`src/rtl/ucf_pkg.sv`:
```
// Shared constants, types and helpers of the character-format block
package ucf_pkg;

	// Register addresses on the three-bit register address lines
	localparam logic [2:0] ADDR_DATA   = 3'h0;
	localparam logic [2:0] ADDR_IER    = 3'h1;
	localparam logic [2:0] ADDR_LFC    = 3'h3;
	localparam logic [2:0] ADDR_STATUS = 3'h5;

	// Values after reset
	localparam logic [7:0]  LFC_RESET = 8'h00;
	localparam logic [7:0]  DIV_RESET_LO = 8'h01;
	localparam logic [7:0]  DIV_RESET_HI = 8'h00;
	localparam logic [4:0]  IER_RESET = 5'h00;

	// Oversampling and stop lengths in baud ticks
	localparam int unsigned OVERSAMPLE = 16;
	localparam int unsigned HALF_BIT   = OVERSAMPLE / 2;
	localparam int unsigned STOP_ONE   = OVERSAMPLE;
	localparam int unsigned STOP_ONE_HALF = OVERSAMPLE + HALF_BIT;
	localparam int unsigned STOP_TWO   = 2 * OVERSAMPLE;
	localparam int unsigned MIN_BITS   = 5;

	// Character length codes
	localparam logic [1:0] LEN_FIVE = 2'h0;

	// Line format control layout, bit 7 down to bit 0
	typedef struct packed {
		logic       divLatchSel;
		logic       setBreak;
		logic       stickPar;
		logic       evenPar;
		logic       parEn;
		logic       stopCount;
		logic [1:0] charLen;
	} ucf_lfc_t;

	// One host access on the register pins
	typedef struct packed {
		logic       rd;
		logic       wr;
		logic [2:0] addr;
		logic [7:0] data;
	} ucf_req_t;

	// Receive status flags
	typedef struct packed {
		logic framingErr;
		logic parityErr;
		logic overrun;
		logic dataReady;
	} ucf_rxstat_t;

	// Data bits per character
	function automatic logic [3:0] ucf_nbits(input ucf_lfc_t cfg);
		return 4'(MIN_BITS) + {2'h0, cfg.charLen};
	endfunction

	// Parity bit for a character of the configured length
	function automatic logic ucf_par(input ucf_lfc_t cfg, input logic [7:0] data);
		logic [7:0] masked;
		masked = data & 8'(({8'h00, 8'hff} >> (4'd8 - ucf_nbits(cfg))));
		if (cfg.stickPar)
			return !cfg.evenPar;
		return cfg.evenPar ? ^masked : ~^masked;
	endfunction

	// Stop length in ticks
	function automatic logic [5:0] ucf_stop_ticks(input ucf_lfc_t cfg);
		if (!cfg.stopCount)
			return 6'(STOP_ONE);
		if (cfg.charLen == LEN_FIVE)
			return 6'(STOP_ONE_HALF);
		return 6'(STOP_TWO);
	endfunction

endpackage

```
`src/rtl/ucf_line_format.sv`:
```
// Asynchronous character framing with line format control register
`timescale 1ns/10ps
module ucf_line_format #(
	parameter int unsigned BUF_DEPTH = 2
) (
	// Clock and reset
	input  wire logic       clk,
	input  wire logic       nrst,
	// Register pins
	input  wire logic [2:0] registerAddressLines,
	input  wire logic       chipSel,
	input  wire logic       rdStrobe,
	input  wire logic       wrStrobe,
	input  wire logic [7:0] wrData,
	output logic      [7:0] rdData,
	// Serial line
	input  wire logic       rxPin,
	output logic            txPin,
	// Status
	output logic            txHoldReady,
	output logic            rxDataReady
);

	if (BUF_DEPTH < 2 || (BUF_DEPTH & (BUF_DEPTH - 1)) != 0)
	begin : g_depthCheck
		$error("BUF_DEPTH must be a power of two, at least 2");
	end

	localparam int PW = $clog2(BUF_DEPTH);

	typedef enum logic [2:0] {ST_IDLE, ST_START, ST_DATA, ST_PAR, ST_STOP} ucf_state_t;

	ucf_pkg::ucf_req_t    req;
	ucf_pkg::ucf_lfc_t    lfc_q, lfc_d;
	ucf_pkg::ucf_rxstat_t stat_q, stat_d;
	logic [7:0]           dll_q, dll_d, dlm_q, dlm_d, rbr_q, rbr_d, rdData_q, rdData_d;
	logic [4:0]           ier_q, ier_d;
	logic                 everWrote_q;
	logic                 push, pop, bufValid, dataSel;
	logic [7:0]           bufMem [BUF_DEPTH];
	logic [PW-1:0]        wrPtr_q, rdPtr_q;
	logic [PW:0]          count_q, count_d;
	logic [15:0]          baudCnt_q, baudCnt_d;
	logic                 tick;
	logic                 rxMeta_q, rxIn_q;

	assign req = '{rd: chipSel & rdStrobe, wr: chipSel & wrStrobe,
		addr: registerAddressLines, data: wrData};
	assign dataSel = !lfc_q.divLatchSel;

	// Register file
	always_comb
	begin
		lfc_d = lfc_q;
		dll_d = dll_q;
		dlm_d = dlm_q;
		ier_d = ier_q;
		rdData_d = rdData_q;
		push = 1'b0;
		if (req.wr)
		begin
			case (req.addr)
				ucf_pkg::ADDR_DATA: if (dataSel) push = 1'b1; else dll_d = req.data;
				ucf_pkg::ADDR_IER:  if (dataSel) ier_d = req.data[4:0]; else dlm_d = req.data;
				ucf_pkg::ADDR_LFC:  lfc_d = ucf_pkg::ucf_lfc_t'(req.data);
				default: ;
			endcase
		end
		if (req.rd)
		begin
			case (req.addr)
				ucf_pkg::ADDR_DATA:   rdData_d = dataSel ? rbr_q : dll_q;
				ucf_pkg::ADDR_IER:    rdData_d = dataSel ? {3'h0, ier_q} : dlm_q;
				ucf_pkg::ADDR_LFC:    rdData_d = lfc_q;
				ucf_pkg::ADDR_STATUS: rdData_d = {2'h0, txHoldReady, 1'b0, stat_q};
				default:              rdData_d = 8'h00;
			endcase
		end
	end

	always_ff @(posedge clk or negedge nrst)
	begin
		if (!nrst)
		begin
			lfc_q <= ucf_pkg::LFC_RESET;
			dll_q <= ucf_pkg::DIV_RESET_LO;
			dlm_q <= ucf_pkg::DIV_RESET_HI;
			ier_q <= ucf_pkg::IER_RESET;
			rdData_q <= 8'h00;
			everWrote_q <= 1'b0;
		end
		else
		begin
			lfc_q <= lfc_d;
			dll_q <= dll_d;
			dlm_q <= dlm_d;
			ier_q <= ier_d;
			rdData_q <= rdData_d;
			everWrote_q <= everWrote_q | (req.wr && req.addr == ucf_pkg::ADDR_LFC);
		end
	end

	assign rdData = rdData_q;

	// BUF_DEPTH-entry transmit buffer, two entries by default
	assign txHoldReady = count_q != (PW + 1)'(BUF_DEPTH);
	assign bufValid = count_q != '0;
	always_comb
	begin
		count_d = count_q;
		if (push && txHoldReady && !pop)
			count_d = count_q + 1'b1;
		else if (pop && !(push && txHoldReady))
			count_d = count_q - 1'b1;
	end

	always_ff @(posedge clk or negedge nrst)
	begin
		if (!nrst)
		begin
			wrPtr_q <= '0;
			rdPtr_q <= '0;
			count_q <= '0;
		end
		else
		begin
			wrPtr_q <= wrPtr_q + PW'(push && txHoldReady);
			rdPtr_q <= rdPtr_q + PW'(pop);
			count_q <= count_d;
		end
	end

	always_ff @(posedge clk)
	begin
		if (push && txHoldReady)
			bufMem[wrPtr_q] <= req.data;
	end

	// Baud tick at sixteen times the bit rate
	always_comb
	begin
		tick = ({dlm_q, dll_q} <= 16'h0001) || (baudCnt_q == {dlm_q, dll_q} - 16'h0001);
		baudCnt_d = tick ? 16'h0000 : baudCnt_q + 16'h0001;
	end

	// Transmitter
	ucf_state_t        txState_q, txState_d;
	ucf_pkg::ucf_lfc_t txCfg_q, txCfg_d;
	logic [7:0]        txShift_q, txShift_d, txData_q, txData_d;
	logic [2:0]        txBit_q, txBit_d;
	logic [5:0]        txTick_q, txTick_d, txSpan;
	logic              txEnd, txLine_q, txLine_d;

	always_comb
	begin
		txState_d = txState_q;
		txCfg_d = txCfg_q;
		txShift_d = txShift_q;
		txData_d = txData_q;
		txBit_d = txBit_q;
		txTick_d = txTick_q;
		pop = 1'b0;
		txSpan = (txState_q == ST_STOP) ? ucf_pkg::ucf_stop_ticks(txCfg_q)
			: 6'(ucf_pkg::OVERSAMPLE);
		txEnd = tick && (txTick_q == txSpan - 6'h01);
		if (tick)
			txTick_d = txEnd ? 6'h00 : txTick_q + 6'h01;
		case (txState_q)
			ST_IDLE:
			begin
				txTick_d = 6'h00;
				if (bufValid)
				begin
					pop = 1'b1;
					txState_d = ST_START;
					txCfg_d = lfc_q;
					txShift_d = bufMem[rdPtr_q];
					txData_d = bufMem[rdPtr_q];
				end
			end
			ST_START: if (txEnd) begin txState_d = ST_DATA; txBit_d = 3'h0; end
			ST_DATA:
			begin
				if (txEnd)
				begin
					txShift_d = {1'b0, txShift_q[7:1]};
					txBit_d = txBit_q + 3'h1;
					if ({1'b0, txBit_q} == ucf_pkg::ucf_nbits(txCfg_q) - 4'h1)
						txState_d = txCfg_q.parEn ? ST_PAR : ST_STOP;
				end
			end
			ST_PAR: if (txEnd) txState_d = ST_STOP;
			ST_STOP: if (txEnd) txState_d = ST_IDLE;
			default: txState_d = ST_IDLE;
		endcase
		case (txState_d)
			ST_START: txLine_d = 1'b0;
			ST_DATA:  txLine_d = txShift_d[0];
			ST_PAR:   txLine_d = ucf_pkg::ucf_par(txCfg_d, txData_d);
			default:  txLine_d = 1'b1;
		endcase
		if (lfc_q.setBreak)
			txLine_d = 1'b0;
	end

	// Receiver
	ucf_state_t        rxState_q, rxState_d;
	ucf_pkg::ucf_lfc_t rxCfg_q, rxCfg_d;
	logic [7:0]        rxShift_q, rxShift_d, rxAligned;
	logic [2:0]        rxBit_q, rxBit_d;
	logic [5:0]        rxTick_q, rxTick_d;
	logic              rxEnd, rxParBad_q, rxParBad_d, rdRbr, rdStat;

	always_comb
	begin
		rxState_d = rxState_q;
		rxCfg_d = rxCfg_q;
		rxShift_d = rxShift_q;
		rxBit_d = rxBit_q;
		rxParBad_d = rxParBad_q;
		rbr_d = rbr_q;
		rdRbr = req.rd && req.addr == ucf_pkg::ADDR_DATA && dataSel;
		rdStat = req.rd && req.addr == ucf_pkg::ADDR_STATUS;
		stat_d = stat_q;
		if (rdRbr)
			stat_d.dataReady = 1'b0;
		if (rdStat)
			stat_d = '{framingErr: 1'b0, parityErr: 1'b0, overrun: 1'b0,
				dataReady: stat_d.dataReady};
		rxAligned = rxShift_q >> (4'd8 - ucf_pkg::ucf_nbits(rxCfg_q));
		rxEnd = tick && (rxTick_q == ((rxState_q == ST_START)
			? 6'(ucf_pkg::HALF_BIT - 1) : 6'(ucf_pkg::OVERSAMPLE - 1)));
		rxTick_d = !tick ? rxTick_q : (rxEnd ? 6'h00 : rxTick_q + 6'h01);
		case (rxState_q)
			ST_IDLE:
			begin
				rxTick_d = 6'h00;
				if (!rxIn_q)
				begin
					rxState_d = ST_START;
					rxCfg_d = lfc_q;
					rxParBad_d = 1'b0;
				end
			end
			ST_START: if (rxEnd) begin rxState_d = rxIn_q ? ST_IDLE : ST_DATA; rxBit_d = 3'h0; end
			ST_DATA:
			begin
				if (rxEnd)
				begin
					rxShift_d = {rxIn_q, rxShift_q[7:1]};
					rxBit_d = rxBit_q + 3'h1;
					if ({1'b0, rxBit_q} == ucf_pkg::ucf_nbits(rxCfg_q) - 4'h1)
						rxState_d = rxCfg_q.parEn ? ST_PAR : ST_STOP;
				end
			end
			ST_PAR:
			begin
				if (rxEnd)
				begin
					rxParBad_d = rxIn_q != ucf_pkg::ucf_par(rxCfg_q, rxAligned);
					rxState_d = ST_STOP;
				end
			end
			ST_STOP:
			begin
				if (rxEnd)
				begin
					rxState_d = ST_IDLE;
					rbr_d = rxAligned;
					stat_d.overrun = stat_d.overrun | (stat_q.dataReady & !rdRbr);
					stat_d.dataReady = 1'b1;
					stat_d.parityErr = stat_d.parityErr | rxParBad_q;
					stat_d.framingErr = stat_d.framingErr | !rxIn_q;
				end
			end
			default: rxState_d = ST_IDLE;
		endcase
	end

	assign rxDataReady = stat_q.dataReady;
	assign txPin = txLine_q;

	always_ff @(posedge clk or negedge nrst)
	begin
		if (!nrst)
		begin
			baudCnt_q <= 16'h0000;
			txState_q <= ST_IDLE;
			txCfg_q <= ucf_pkg::LFC_RESET;
			txShift_q <= 8'h00;
			txData_q <= 8'h00;
			txBit_q <= 3'h0;
			txTick_q <= 6'h00;
			txLine_q <= 1'b1;
			rxMeta_q <= 1'b1;
			rxIn_q <= 1'b1;
			rxState_q <= ST_IDLE;
			rxCfg_q <= ucf_pkg::LFC_RESET;
			rxShift_q <= 8'h00;
			rxBit_q <= 3'h0;
			rxTick_q <= 6'h00;
			rxParBad_q <= 1'b0;
			rbr_q <= 8'h00;
			stat_q <= '0;
		end
		else
		begin
			baudCnt_q <= baudCnt_d;
			txState_q <= txState_d;
			txCfg_q <= txCfg_d;
			txShift_q <= txShift_d;
			txData_q <= txData_d;
			txBit_q <= txBit_d;
			txTick_q <= txTick_d;
			txLine_q <= txLine_d;
			rxMeta_q <= rxPin;
			rxIn_q <= rxMeta_q;
			rxState_q <= rxState_d;
			rxCfg_q <= rxCfg_d;
			rxShift_q <= rxShift_d;
			rxBit_q <= rxBit_d;
			rxTick_q <= rxTick_d;
			rxParBad_q <= rxParBad_d;
			rbr_q <= rbr_d;
			stat_q <= stat_d;
		end
	end

	// Checks
	a_char_length: assert property (@(posedge clk) disable iff (!nrst)
		(txState_q == ST_DATA && txState_d != ST_DATA)
		|-> {1'b0, txBit_q} == 4'(ucf_pkg::MIN_BITS - 1) + {2'h0, txCfg_q.charLen})
		else $error("character length wrong");
	a_stop_one: assert property (@(posedge clk) disable iff (!nrst)
		(txState_q == ST_STOP && txEnd && !txCfg_q.stopCount) |-> txTick_q == 6'd15)
		else $error("one stop bit length wrong");
	a_stop_onehalf: assert property (@(posedge clk) disable iff (!nrst)
		(txState_q == ST_STOP && txEnd && txCfg_q.stopCount && txCfg_q.charLen == 2'h0)
		|-> txTick_q == 6'd23)
		else $error("one and half stop length wrong");
	a_stop_two: assert property (@(posedge clk) disable iff (!nrst)
		(txState_q == ST_STOP && txEnd && txCfg_q.stopCount && txCfg_q.charLen != 2'h0)
		|-> txTick_q == 6'd31)
		else $error("two stop length wrong");
	a_rx_first_stop: assert property (@(posedge clk) disable iff (!nrst)
		(rxState_q == ST_STOP && rxEnd) |=> rxState_q == ST_IDLE && stat_q.dataReady)
		else $error("receiver did not end on first stop");
	a_par_position: assert property (@(posedge clk) disable iff (!nrst)
		(txState_q == ST_DATA && txState_d != ST_DATA) |=> (txState_q == ST_PAR) == txCfg_q.parEn)
		else $error("parity slot misplaced");
	a_par_value: assert property (@(posedge clk) disable iff (!nrst)
		(txState_q == ST_PAR && !$past(lfc_q.setBreak) && !txCfg_q.stickPar)
		|-> (^(txData_q & 8'(({8'h00, 8'hff} >> (4'd8 - ucf_pkg::ucf_nbits(txCfg_q)))))
			^ txLine_q) == !txCfg_q.evenPar)
		else $error("parity sense wrong");
	a_lfc_readback: assert property (@(posedge clk) disable iff (!nrst)
		(req.wr && req.addr == 3'h3) ##1 !(req.wr && req.addr == 3'h3)
		##1 (req.rd && !req.wr && req.addr == 3'h3) |=> rdData == $past(wrData, 3))
		else $error("format readback mismatch");
	a_stick_par: assert property (@(posedge clk) disable iff (!nrst)
		(txState_q == ST_PAR && !$past(lfc_q.setBreak) && txCfg_q.stickPar)
		|-> txLine_q == !txCfg_q.evenPar)
		else $error("stick parity wrong");
	a_div_select: assert property (@(posedge clk) disable iff (!nrst)
		(req.wr && req.addr == 3'h0 && lfc_q.divLatchSel) |=> dll_q == $past(wrData) && $stable(wrPtr_q))
		else $error("divisor latch not written");
	a_lsb_first: assert property (@(posedge clk) disable iff (!nrst)
		(txState_q == ST_DATA && txBit_q == 3'h0 && !$past(lfc_q.setBreak))
		|-> txLine_q == txData_q[0])
		else $error("first data bit not lsb");
	a_reset_format: assert property (@(posedge clk) disable iff (!nrst)
		!everWrote_q |-> lfc_q == 8'h00)
		else $error("format not zero after reset");

	c_stop_onehalf: cover property (@(posedge clk) disable iff (!nrst)
		txState_q == ST_STOP && txEnd && txCfg_q.stopCount && txCfg_q.charLen == 2'h0);
	c_parity_err: cover property (@(posedge clk) disable iff (!nrst) $rose(stat_q.parityErr));
	c_rx_char: cover property (@(posedge clk) disable iff (!nrst) $rose(stat_q.dataReady));
	c_buf_full: cover property (@(posedge clk) disable iff (!nrst) !txHoldReady);

endmodule // ucf_line_format

```
`config.mk`:
```
export PLATFORM = sky130hd
export DESIGN_NAME = ucf_line_format
export DESIGN_NICKNAME = d
export VERILOG_FILES = /design/src/rtl/ucf_pkg.sv /design/src/rtl/ucf_line_format.sv
export SDC_FILE = /design/constraint.sdc
export NUM_CORES = 1
export LEC_CHECK = 0
export BUFFER_PORTS_ARGS = -buffer_cell sky130_fd_sc_hd__buf_4
export CORE_MARGIN = 2
export CORE_UTILIZATION = 30
export CTS_CLUSTER_DIAMETER = 60
export DETAILED_ROUTE_END_ITERATION = 12
export SLEW_MARGIN = 25
export SYNTH_ARGS = -nofsm -noshare
export SYNTH_HDL_FRONTEND = slang
export SYNTH_SLANG_ARGS = --single-unit
export TNS_END_PERCENT = 100
```
`constraint.sdc`:
```
create_clock -name clk -period 3.7 [get_ports clk]
set_clock_uncertainty 0.05 [all_clocks]
set_input_delay 0.37 -clock clk [delete_from_list [all_inputs] [get_ports clk]]
set_output_delay 0.37 -clock clk [all_outputs]
set_load 0.01 [all_outputs]
```
* After elaboration in Yosys (flattened, before gate mapping)
Memory sizes are Yosys's and may differ from the RTL's.
Index checks and enable logic that the tools add are counted.
** Word-level totals
- Register bits :: 132
- Memory bits (writable) :: 16
- Memories :: 1
- Word-level logic and storage cells :: 229
- Output and inout bits :: 11
** Operators by class
- Muxes and demuxes :: 78
- $lt $le $gt $ge :: 1
- Add/subtract/negate cells :: 18
- Shift-type cells :: 3
- Bitwise gates (word level) :: 10
- Reduce and logical (&&, ||, !) cells :: 45
- Equal/unequal tests :: 30
** Memory list
- bufMem :: depth 2, bits a word 8, rd ports 1, clocked after memory_dff 0, write ports 1, RTL line ucf_line_format.sv:40 : logic [7:0] bufMem [BUF_DEPTH];
** Operators by type and width (count)
- $mux W6 :: 13
- $mux W3 :: 17
- $mux W8 :: 6
- $pmux W8 S4 :: 1
- $pmux W3 S5 :: 2
- $mux W1 :: 26
- $eq A3 B2 Y1 const B :: 7
- $reduce_and A3 Y1 :: 7
- $ne A2 B2 Y1 const B :: 10
- $add A16 B1 Y16 const B :: 1
- $and A8 B8 Y8 :: 2
- $eq A16 B16 Y1 :: 1
- $le A16 B1 Y1 const B :: 1
- $mux W16 :: 1
- $mux W4 :: 4
- $pmux W8 S2 :: 1
- $reduce_bool A2 Y1 :: 8
- $reduce_xnor A8 Y1 :: 2
- $reduce_xor A8 Y1 :: 2
- $shr A8 B4 Y8 const A :: 2
- $sub A16 B1 Y16 const B :: 1
- $add A3 B2 Y4 const A :: 3
- $add A6 B1 Y6 const B :: 2
- $eq A3 B1 Y1 const B :: 4
- 27 further kinds :: 61

* Logic depth before layout (Yosys ltp)
Gate-level depths: netlist of run 1.
- Word-level depth :: 16
- Gate-level depth with buffers :: 14
- Mapped depth without buffers :: 13

* Least setup slack after synthesis of run 1
No wires, ideal clock.
- Path type :: register -> register
- From :: register txState_q[2]
- To :: register txBit_q[2]
- Library setup time :: 0.121 ns
- Cell stages (with the launch flop) :: 11
- Data arrival time :: 3.153 ns
- Path slack :: 0.376 ns
- Required time :: 3.529 ns
- Period minus slack after synthesis :: 3.324 ns
- Cell sequence :: dfrtp_1 clkbuf_1 nor3b_1 nand3_1 ha_1 xor2_1 or3_1 a221oi_1 nand2_1 or3_1 a22o_1
** On the way
- Longest elaborated chain between the ends :: 7
** Ends and longest elaborated chain
- start, declared :: RTL line ucf_line_format.sv:147 : ucf_state_t txState_q, txState_d;
- start signal, assigned :: RTL line ucf_line_format.sv:309 : txState_q <= txState_d;
- $eq A3 B3 Y1 :: RTL line ucf_line_format.sv:163 : txSpan = (txState_q == ST_STOP) ? ucf_pkg::ucf_stop_ticks(txCfg_q)
- $mux W6 :: RTL line ucf_line_format.sv:163
- $sub A6 B1 Y6 :: RTL line ucf_line_format.sv:165 : txEnd = tick && (txTick_q == txSpan - 6'h01);
- $eq A6 B6 Y1 :: RTL line ucf_line_format.sv:165
- $logic_and A1 B1 Y1 :: RTL line ucf_line_format.sv:165
- $ne A2 B2 Y1 (no source line)
- $reduce_and A3 Y1 (no source line)
- end signal, assigned :: RTL line ucf_line_format.sv:313 : txBit_q <= txBit_d;
- end, declared :: RTL line ucf_line_format.sv:150 : logic [2:0] txBit_q, txBit_d;
Several ways; a longest one is shown, not always the timed one.
A chain may end at the register's enable or synchronous reset.

* Final worst setup path of run 1
- From :: register dll_q[2]
- To :: register rxBit_q[1]
** On the way
- Longest elaborated chain between the ends :: 6
** Ends and longest elaborated chain
- start, declared :: RTL line ucf_line_format.sv:36 : logic [7:0] dll_q, dll_d, dlm_q, dlm_d, rbr_q, rbr_d, rdData_q, rdData_d;
- start signal, assigned :: RTL line ucf_line_format.sv:86 : dll_q <= ucf_pkg::DIV_RESET_LO;
- start signal, assigned :: RTL line ucf_line_format.sv:95 : dll_q <= dll_d;
- $sub A16 B1 Y16 :: RTL line ucf_line_format.sv:142 : tick = ({dlm_q, dll_q} <= 16'h0001) || (baudCnt_q == {dlm_q, dll_q} - 16'h0001);
- $eq A16 B16 Y1 :: RTL line ucf_line_format.sv:142
- $logic_or A1 B1 Y1 * :: RTL line ucf_line_format.sv:142
- $logic_and A1 B1 Y1 * :: RTL line ucf_line_format.sv:231 : rxEnd = tick && (rxTick_q == ((rxState_q == ST_START)
- $ne A2 B2 Y1 (no source line)
- $reduce_and A3 Y1 (no source line) *
- end signal, assigned :: RTL line ucf_line_format.sv:321 : rxBit_q <= rxBit_d;
- end, declared :: RTL line ucf_line_format.sv:210 : logic [2:0] rxBit_q, rxBit_d;
Every way passes the cells marked *; elsewhere a longest branch is shown, timed or not.

==> results of run 1 <==
[placed cells by master (no fill, tap or decap), types with 5 or more instances in the layout]
cell and n:
sky130_fd_sc_hd__dfrtp_1 128, sky130_fd_sc_hd__nand4_1 5, sky130_fd_sc_hd__a22oi_1 8, sky130_fd_sc_hd__xnor2_1 29, sky130_fd_sc_hd__mux4_2 6, sky130_fd_sc_hd__nand3_1 17
sky130_fd_sc_hd__edfxtp_1 16, sky130_fd_sc_hd__nor3_1 15, sky130_fd_sc_hd__nand2b_1 8, sky130_fd_sc_hd__a221o_1 7, sky130_fd_sc_hd__nor4_1 9, sky130_fd_sc_hd__nand2_1 82
sky130_fd_sc_hd__and3_1 12, sky130_fd_sc_hd__a21o_1 6, sky130_fd_sc_hd__a21oi_1 30, sky130_fd_sc_hd__inv_1 18, sky130_fd_sc_hd__ha_1 13, sky130_fd_sc_hd__o31ai_1 5
sky130_fd_sc_hd__mux2_2 38, sky130_fd_sc_hd__clkbuf_16 17, sky130_fd_sc_hd__nor2b_1 12, sky130_fd_sc_hd__xor2_1 30, sky130_fd_sc_hd__or3_1 7, sky130_fd_sc_hd__or4_1 8
sky130_fd_sc_hd__a31oi_1 14, sky130_fd_sc_hd__o21ai_0 40, sky130_fd_sc_hd__mux2i_1 17, sky130_fd_sc_hd__nor2_1 68, sky130_fd_sc_hd__mux2_4 8, sky130_fd_sc_hd__nor3b_1 5
sky130_fd_sc_hd__o211ai_1 5, sky130_fd_sc_hd__buf_4 49, sky130_fd_sc_hd__inv_6 5
[worst max path at each step]
stage,to,slack (ps)
2_1_floorplan,txBit_q[2],380
3_3_place_gp,txBit_q[2],310
3_5_place_dp,rxBit_q[2],250
4_1_cts,rxBit_q[1],250
5_1_grt,rxState_q[0],20
6_report,rxBit_q[1],210
[where the power goes]
group	internal (mW)	switching (mW)
Clock	1.01	0.746
Sequential	1.81	0.227
Combinational	0.434	0.501
[area by class of cell]
class / count / area share, %
inverter: 19 / 0.772
tap: 335 / 4.53
sequential: 148 / 41.0
timing repair buffer: 54 / 4.75
clock inverter: 14 / 1.80
multi-input combinational: 562 / 42.6
clock buffer: 17 / 4.60
[kinds of logic after synthesis]
kind of cell,after synthesis
buffers and inverters,51
DFF,148
and+or+nand+nor,271
adders and majority gates,13
xor gates and xnor gates,59
muxes,69
AOI/OAI and AO/OA,150
[registers in the layout, indices dropped and copies added (netlist names), 6 cells and up]
name,cells
rxShift_q,8
txShift_q,8
dll_q,8
lfc_q,8
txCfg_q,6
baudCnt_q,16
txData_q,8
rdData,8
rbr_q,8
dlm_q,8
bufMem,16
txTick_q,6
rxTick_q,6
[Yosys cell counts, types with 17 or more instances]
library cell	instances	area [µm²]
sky130_fd_sc_hd__xor2_1	30	263
sky130_fd_sc_hd__xnor2_1	29	254
sky130_fd_sc_hd__mux2i_1	17	170
sky130_fd_sc_hd__nand2_1	82	308
sky130_fd_sc_hd__clkbuf_1	23	86.3
sky130_fd_sc_hd__inv_1	18	67.6
sky130_fd_sc_hd__nand3_1	17	85.1
sky130_fd_sc_hd__nor2_1	68	255
sky130_fd_sc_hd__o21ai_0	40	200
sky130_fd_sc_hd__mux2_2	38	428
sky130_fd_sc_hd__dfrtp_1	128	3200
sky130_fd_sc_hd__a21oi_1	30	150
[per-stage QoR]
| stage | setup slack [ps] | utilization [%] | std cells |
|---|---|---|---|
| after global routing | 17.5 | 35.6 | 1149 |
| after floorplan | 376 | - | 761 |
| final | 209 | 35.6 | 1149 |
| after detailed placement | 252 | 33.2 | 1116 |
| after global placement | 311 | 33.2 | 1116 |
| after CTS | 246 | 35.6 | 1149 |
[critical path, stage by stage (launching register included)]
cell and delay, ps:
sky130_fd_sc_hd__dfrtp_1 470, sky130_fd_sc_hd__or4_4 590, sky130_fd_sc_hd__or2_2 320, sky130_fd_sc_hd__or4_1 500
sky130_fd_sc_hd__o211ai_1 120, sky130_fd_sc_hd__nor4_2 80, sky130_fd_sc_hd__buf_4 150, sky130_fd_sc_hd__o21ai_0 630
sky130_fd_sc_hd__nor2_1 160, sky130_fd_sc_hd__a31oi_1 210, sky130_fd_sc_hd__o2bb2ai_1 80
[repair_timing]
action / 4_1_cts / 5_1_grt
endpoints found under the hold margin: 68 / 0
setup buffers: 0 / 0
hold buffers: 2 / 0
[metal layers]
layer  routed length, µm  track usage [%]
met1                8970             18.5
met2                8570             22.4
met3                 510             2.57
met4                 257             3.86
met5                   0                0
==> run summary, run 1 <==
* antenna violations before repair: 0
* adder-cell share of the synthesized area: 2.05%
* drt first-iter violations: 408
* area enclosed by the die boundary: 0.0277 mm²
* status: finished clean
* vias per cell: 5.03
* core region area: 0.0260 mm²
* via count of the first global-routing pass: 5,731
* Min-Delay Endpoint: bufMem[1][7]
* nature of the critical path endpoint: flop
* Max IR drop VDD: 320 µV
* nets in the synthesized netlist: 791
* combinational family with the most area after synthesis: simple AND/OR/NAND/NOR gates
* total global routing overflow: 0
* # nets final: 832
* cell area after technology mapping: 0.00793 mm²
* largest driver fanout on the critical path: 8
* Final Max Tran Viols: 0
* DP Wirelength: 13,100 µm
* setup repair after global routing missed its margin: false
* number of input and output port buffers inserted: 27
* starting utilization of the core area: 30.5%
* post-synthesis async set-or-reset flop share: 89.2%
* DRC violations left: 0
* Antenna Nets Post-Route: 0
* number of max-capacitance violations reported: 0
* TritonCTS clock tree: yes
* global placement routability congestion: 0.832
* largest net degree at the start of global routing: 71
* area of combinational cells with multiple inputs: 0.00393 mm²
* layout-stage area growth over the synthesis result: 16.6%
* number of cells on the worst hold path: 1
* Compound-Gate Fraction of Synth Area: 12.9%
* final critical path time including I/O delays and setup: 3490 ps
* 1st-pass router iterations: 5
* Setup TNS Final: 0 ps
* timing startpoint of the critical path: dll_q[2]
* final number of hold-violating endpoints: 0
* Syn. warnings: 0
* slack of the worst reg-to-reg path: 210 ps
* clock insertion delay at the later pin of the skew report: 430 ps
* arrival time of the worst setup path: 3730 ps
* detailed-route wire length per cell: 15.9 µm
* number of flops mapped to enable cells by yosys: 16
* worst path required time: 3940 ps
* total setup violations reported at the end of the flow: 0
* largest buffer count on any clock path: 2
* clock transition time at the flip-flop clock pins of the worst setup and hold paths: 60 ps
* worst flop-to-flop path endpoint: rxBit_q[1]
* Final Instance Area: 0.00924 mm²
* count of H-tree levels built during CTS: 4
* worst hold-check path type: input pin to flop
* flip-flop and latch count after synthesis: 148
* simple-gate share of the synthesized area: 17.3%
* fraction of synthesized cell area in xor and xnor cells: 6.52%
* element type at the critical path start: flop
* library cells used by synthesis: 75
* max frequency: 286 MHz
* proportion of synthesized area in mux cells: 10.8%
* worst-case reg-to-reg path depth: 10
* sequential share of the synthesized area: 47.8%
* post-synthesis area per instance: 10.4 µm²
* num rows: 59
* post-cts gate resize count: 0
* share of cells above drive strength 1: 19.5%
* startpoint of the worst hold path: wrData[7]
* power per cell area: 512 mW/mm²
* headroom to the max-slew limit: 36.3%
* total track usage: 13.7%
* height of the chip: 167 µm
* Inserted Diodes: 0
* Worst Path Class, Setup: flop to flop
* Clock Tree Root: sky130_fd_sc_hd__clkbuf_16
* number of buffers inserted during clock tree synthesis: 17
* share of the cycle needed by the critical path after routing: 94.4%
* filler cell count in the final layout: 2,571
* aggregate routed wire length: 18,300 µm
* number of standard cells after synthesis: 761
* I/O Pins: 28
* DR vias: 5,777
* overall power consumption: 4.73 mW
* static leakage power: 4.02 nW
* wire length of the first global-routing pass: 30,800 µm
* Worst Max-Slew Pin Slew: 948 ps
* launch instance of the worst register-to-register path: dll_q[2]
* worst slack on hold paths: 122 ps
* Chip Width: 167 µm
* most used flip-flop cell after synthesis: sky130_fd_sc_hd__dfrtp_1
* Post-DP Area: 0.00863 mm²
* clock sink total: 148
* footprint of the flip-flops and latches: 0.00379 mm²
(Power assumes the default switching activity.)
==> run 2, diff against run 1 <==
==> constraint.sdc (replaced) <==
create_clock -name clk -period 3.7 [get_ports clk]
set_clock_uncertainty 0.05 [all_clocks]
set_input_delay 0.74 -clock clk [delete_from_list [all_inputs] [get_ports clk]]
set_output_delay 0.74 -clock clk [all_outputs]
set_load 0.01 [all_outputs]
==> run 2 against run 1 <==
Compared with the run above: utilization rose by 0.058 points; combinational power rose by 1%; count of clock-buffer cells in the layout rose by 1; first-iteration DRC count rose by 8.1%; global-route usage rose by 0.11 points; clock power barely moved; power barely moved; die area did not move; setup slack improved by 72 ps; fmax rose by 2.1%; critical endpoint is now txTick_q[4].
==> run summary, run 2 (same netlist as run 1, synthesis figures left out) <==
* DR vias: 5,817, +0.69%
* Internal Power: 3.23 mW, -0.78%
* sequential group share of total power: 43.0%, about the same
* Antenna Nets Post-Route: 0, unchanged
* largest driver fanout on the critical path: 8, unchanged
* most common cell after layout, fill and taps aside: sky130_fd_sc_hd__dfrtp_1
* Inserted Diodes: 0, unchanged
* power per cell area: 511 mW/mm², -0.21%
* core region area: 0.0260 mm², unchanged
* Final Instance Area: 0.00926 mm², +0.16%
* layout-stage area growth over the synthesis result: 16.8%
* global placement routability congestion: 0.814, -2.2%
* Final Max Tran Viols: 0, unchanged
* DP Wirelength: 13,200 µm, +1.1%
* vias per cell: 5.05, +0.34%
* total setup violations reported at the end of the flow: 0, unchanged
* drt first-iter violations: 441, +8.1%
* total track usage: 13.8%, +0.11 points
* clock transition time at the flip-flop clock pins of the worst setup and hold paths: 70 ps, about the same
* antenna violations before repair: 0, unchanged
* Worst Path Class, Setup: flop to flop
* worst hold-check path type: input pin to asynchronous set/reset pin
* setup repair after global routing missed its margin: false
* Post-DP Area: 0.00865 mm², +0.22%
* largest registers: baudCnt_q: 16 flops, bufMem: 16 flops
* final number of hold-violating endpoints: 0, unchanged
* static leakage power: 4.03 nW, +0.37%
* number of input and output port buffers inserted: 27, unchanged
* filler cell count in the final layout: 2,572, +0.039%
* height of the chip: 167 µm, unchanged
* I/O Pins: 28, unchanged
* share of cells above drive strength 1: 20.3%, +0.76 points
* Worst Max-Slew Pin Slew: 881 ps, -67.5 ps
* largest buffer count on any clock path: 2, unchanged
* worst-case reg-to-reg path depth: 9, -1
* final critical path time including I/O delays and setup: 3420 ps, -71.7 ps
* combinational cell fraction of total power: 20.0%, +0.2 points
* number of buffers inserted during clock tree synthesis: 17, unchanged
* wire length of the first global-routing pass: 30,800 µm, +0.25%
* headroom to the max-slew limit: 40.8%, +4.5 points
* net load switching power: 1.50 mW, +1.6%
* max frequency: 292 MHz, +2.1%
* DRC violations left: 0, unchanged
* nature of the critical path endpoint: flop
* footprint of the flip-flops and latches: 0.00379 mm², unchanged
* Chip Width: 167 µm, unchanged
* detailed-route wire length per cell: 15.9 µm, -0.40%
* Clock Power Share: 37.0%, -0.2 points
* count of H-tree levels built during CTS: 4, unchanged
* via count of the first global-routing pass: 5,652, -1.4%
* number of max-capacitance violations reported: 0, unchanged
* postcts setup bufs: 0, unchanged
* Max IR drop VDD: 378 µV, +18%
* total global routing overflow: 0, unchanged
* TritonCTS clock tree: yes
* Clock Tree Root: sky130_fd_sc_hd__clkbuf_16
* starting utilization of the core area: 30.5%, unchanged
* status: finished clean
* element type at the critical path start: flop
* clock insertion delay at the later pin of the skew report: 430 ps, about the same
* largest net degree at the start of global routing: 62, -13%
* switching share of power: 31.7%, +0.50 points
* 1st-pass router iterations: 5, unchanged
* arrival time of the worst setup path: 3720 ps, about the same
* aggregate routed wire length: 18,300 µm, about the same
* area enclosed by the die boundary: 0.0277 mm², unchanged
* # nets final: 835, +0.36%
* num rows: 59, unchanged
* most used cells in the layout excluding fill and tap cells: 128 x sky130_fd_sc_hd__dfrtp_1, 82 x sky130_fd_sc_hd__nand2_1, 68 x sky130_fd_sc_hd__nor2_1, 55 x sky130_fd_sc_hd__buf_4, 40 x sky130_fd_sc_hd__o21ai_0
* clock sink total: 148, unchanged
* area of combinational cells with multiple inputs: 0.00394 mm², about the same
* share of the cycle needed by the critical path after routing: 92.4%, -1.9 points
* worst path required time: 4000 ps, +60 ps
* Setup TNS Final: 0 ps, unchanged
==> run 2: cell type report <==
cell class / instances / share of cell area (%)
Sequential cell: 148 / 40.9
Clock buffer: 18 / 4.74
Tap cell: 335 / 4.53
Clock inverter: 14 / 1.73
Multi-Input combinational cell: 562 / 42.5
Timing Repair Buffer: 57 / 4.80
Inverter: 19 / 0.770
==> run 2: layer usage <==
| layer | vias to the layer above | track usage, % | share of wire, % |
|---|---|---|---|
| li1 | 2833 | - | - |
| met1 | 2869 | 19.0 | 48 |
| met2 | 94 | 21.8 | 47 |
| met3 | 21 | 3.47 | 3.6 |
| met4 | 0 | 3.30 | 1.4 |
| met5 | - | 0 | 0 |
==> run 2: through the flow <==
stage	util (%)	worst slack, ps	total power [mW]	hold WS (ps)	instances
3_3_place_gp	33.3	287	3.00	296	1121
6_report	35.6	281	4.73	222	1153
4_1_cts	35.6	200	4.77	249	1153
2_1_floorplan	-	376	2.67	295	761
3_5_place_dp	33.3	230	3.01	297	1121
5_1_grt	35.6	12.5	4.98	261	1153
==> run 2: final timing paths <==
path / from / to / slack [ps]
min in group clk: rxMeta_q / rxIn_q / 310
worst min register to register: rxMeta_q / rxIn_q / 310
worst min-delay path: nrst / txTick_q[5] / 220
worst max register to register: dll_q[2] / txTick_q[4] / 280
worst max-delay path: dll_q[2] / txTick_q[4] / 280
max in group asynchronous: nrst / rxMeta_q / 2630
==> run 2: what timing repair did <==
item | 4_1_cts | 5_1_grt
setup endpoints to repair | 0 | 9
hold buffers | 0 | 0
gates resized for setup | 0 | 1
==> run 2: power groups by stage <==
stage	clock [mW]	combinational, mW	sequential (mW)
floorplan	0	0.700	1.97
global placement	0	0.944	2.06
detailed placement	0	0.945	2.06
CTS	1.78	0.950	2.03
global route	1.86	1.05	2.06
finish	1.75	0.945	2.03
==> run 2: critical path, cell delays in order, from the launching register on <==
cell and delay (ps):
sky130_fd_sc_hd__dfrtp_1 460, sky130_fd_sc_hd__or4_4 590, sky130_fd_sc_hd__or4_1 480, sky130_fd_sc_hd__a31oi_1 220, sky130_fd_sc_hd__o22ai_1 130, sky130_fd_sc_hd__nor4_2 330, sky130_fd_sc_hd__nor2_1 220, sky130_fd_sc_hd__buf_4 210
sky130_fd_sc_hd__or4_1 500, sky130_fd_sc_hd__a21oi_1 150
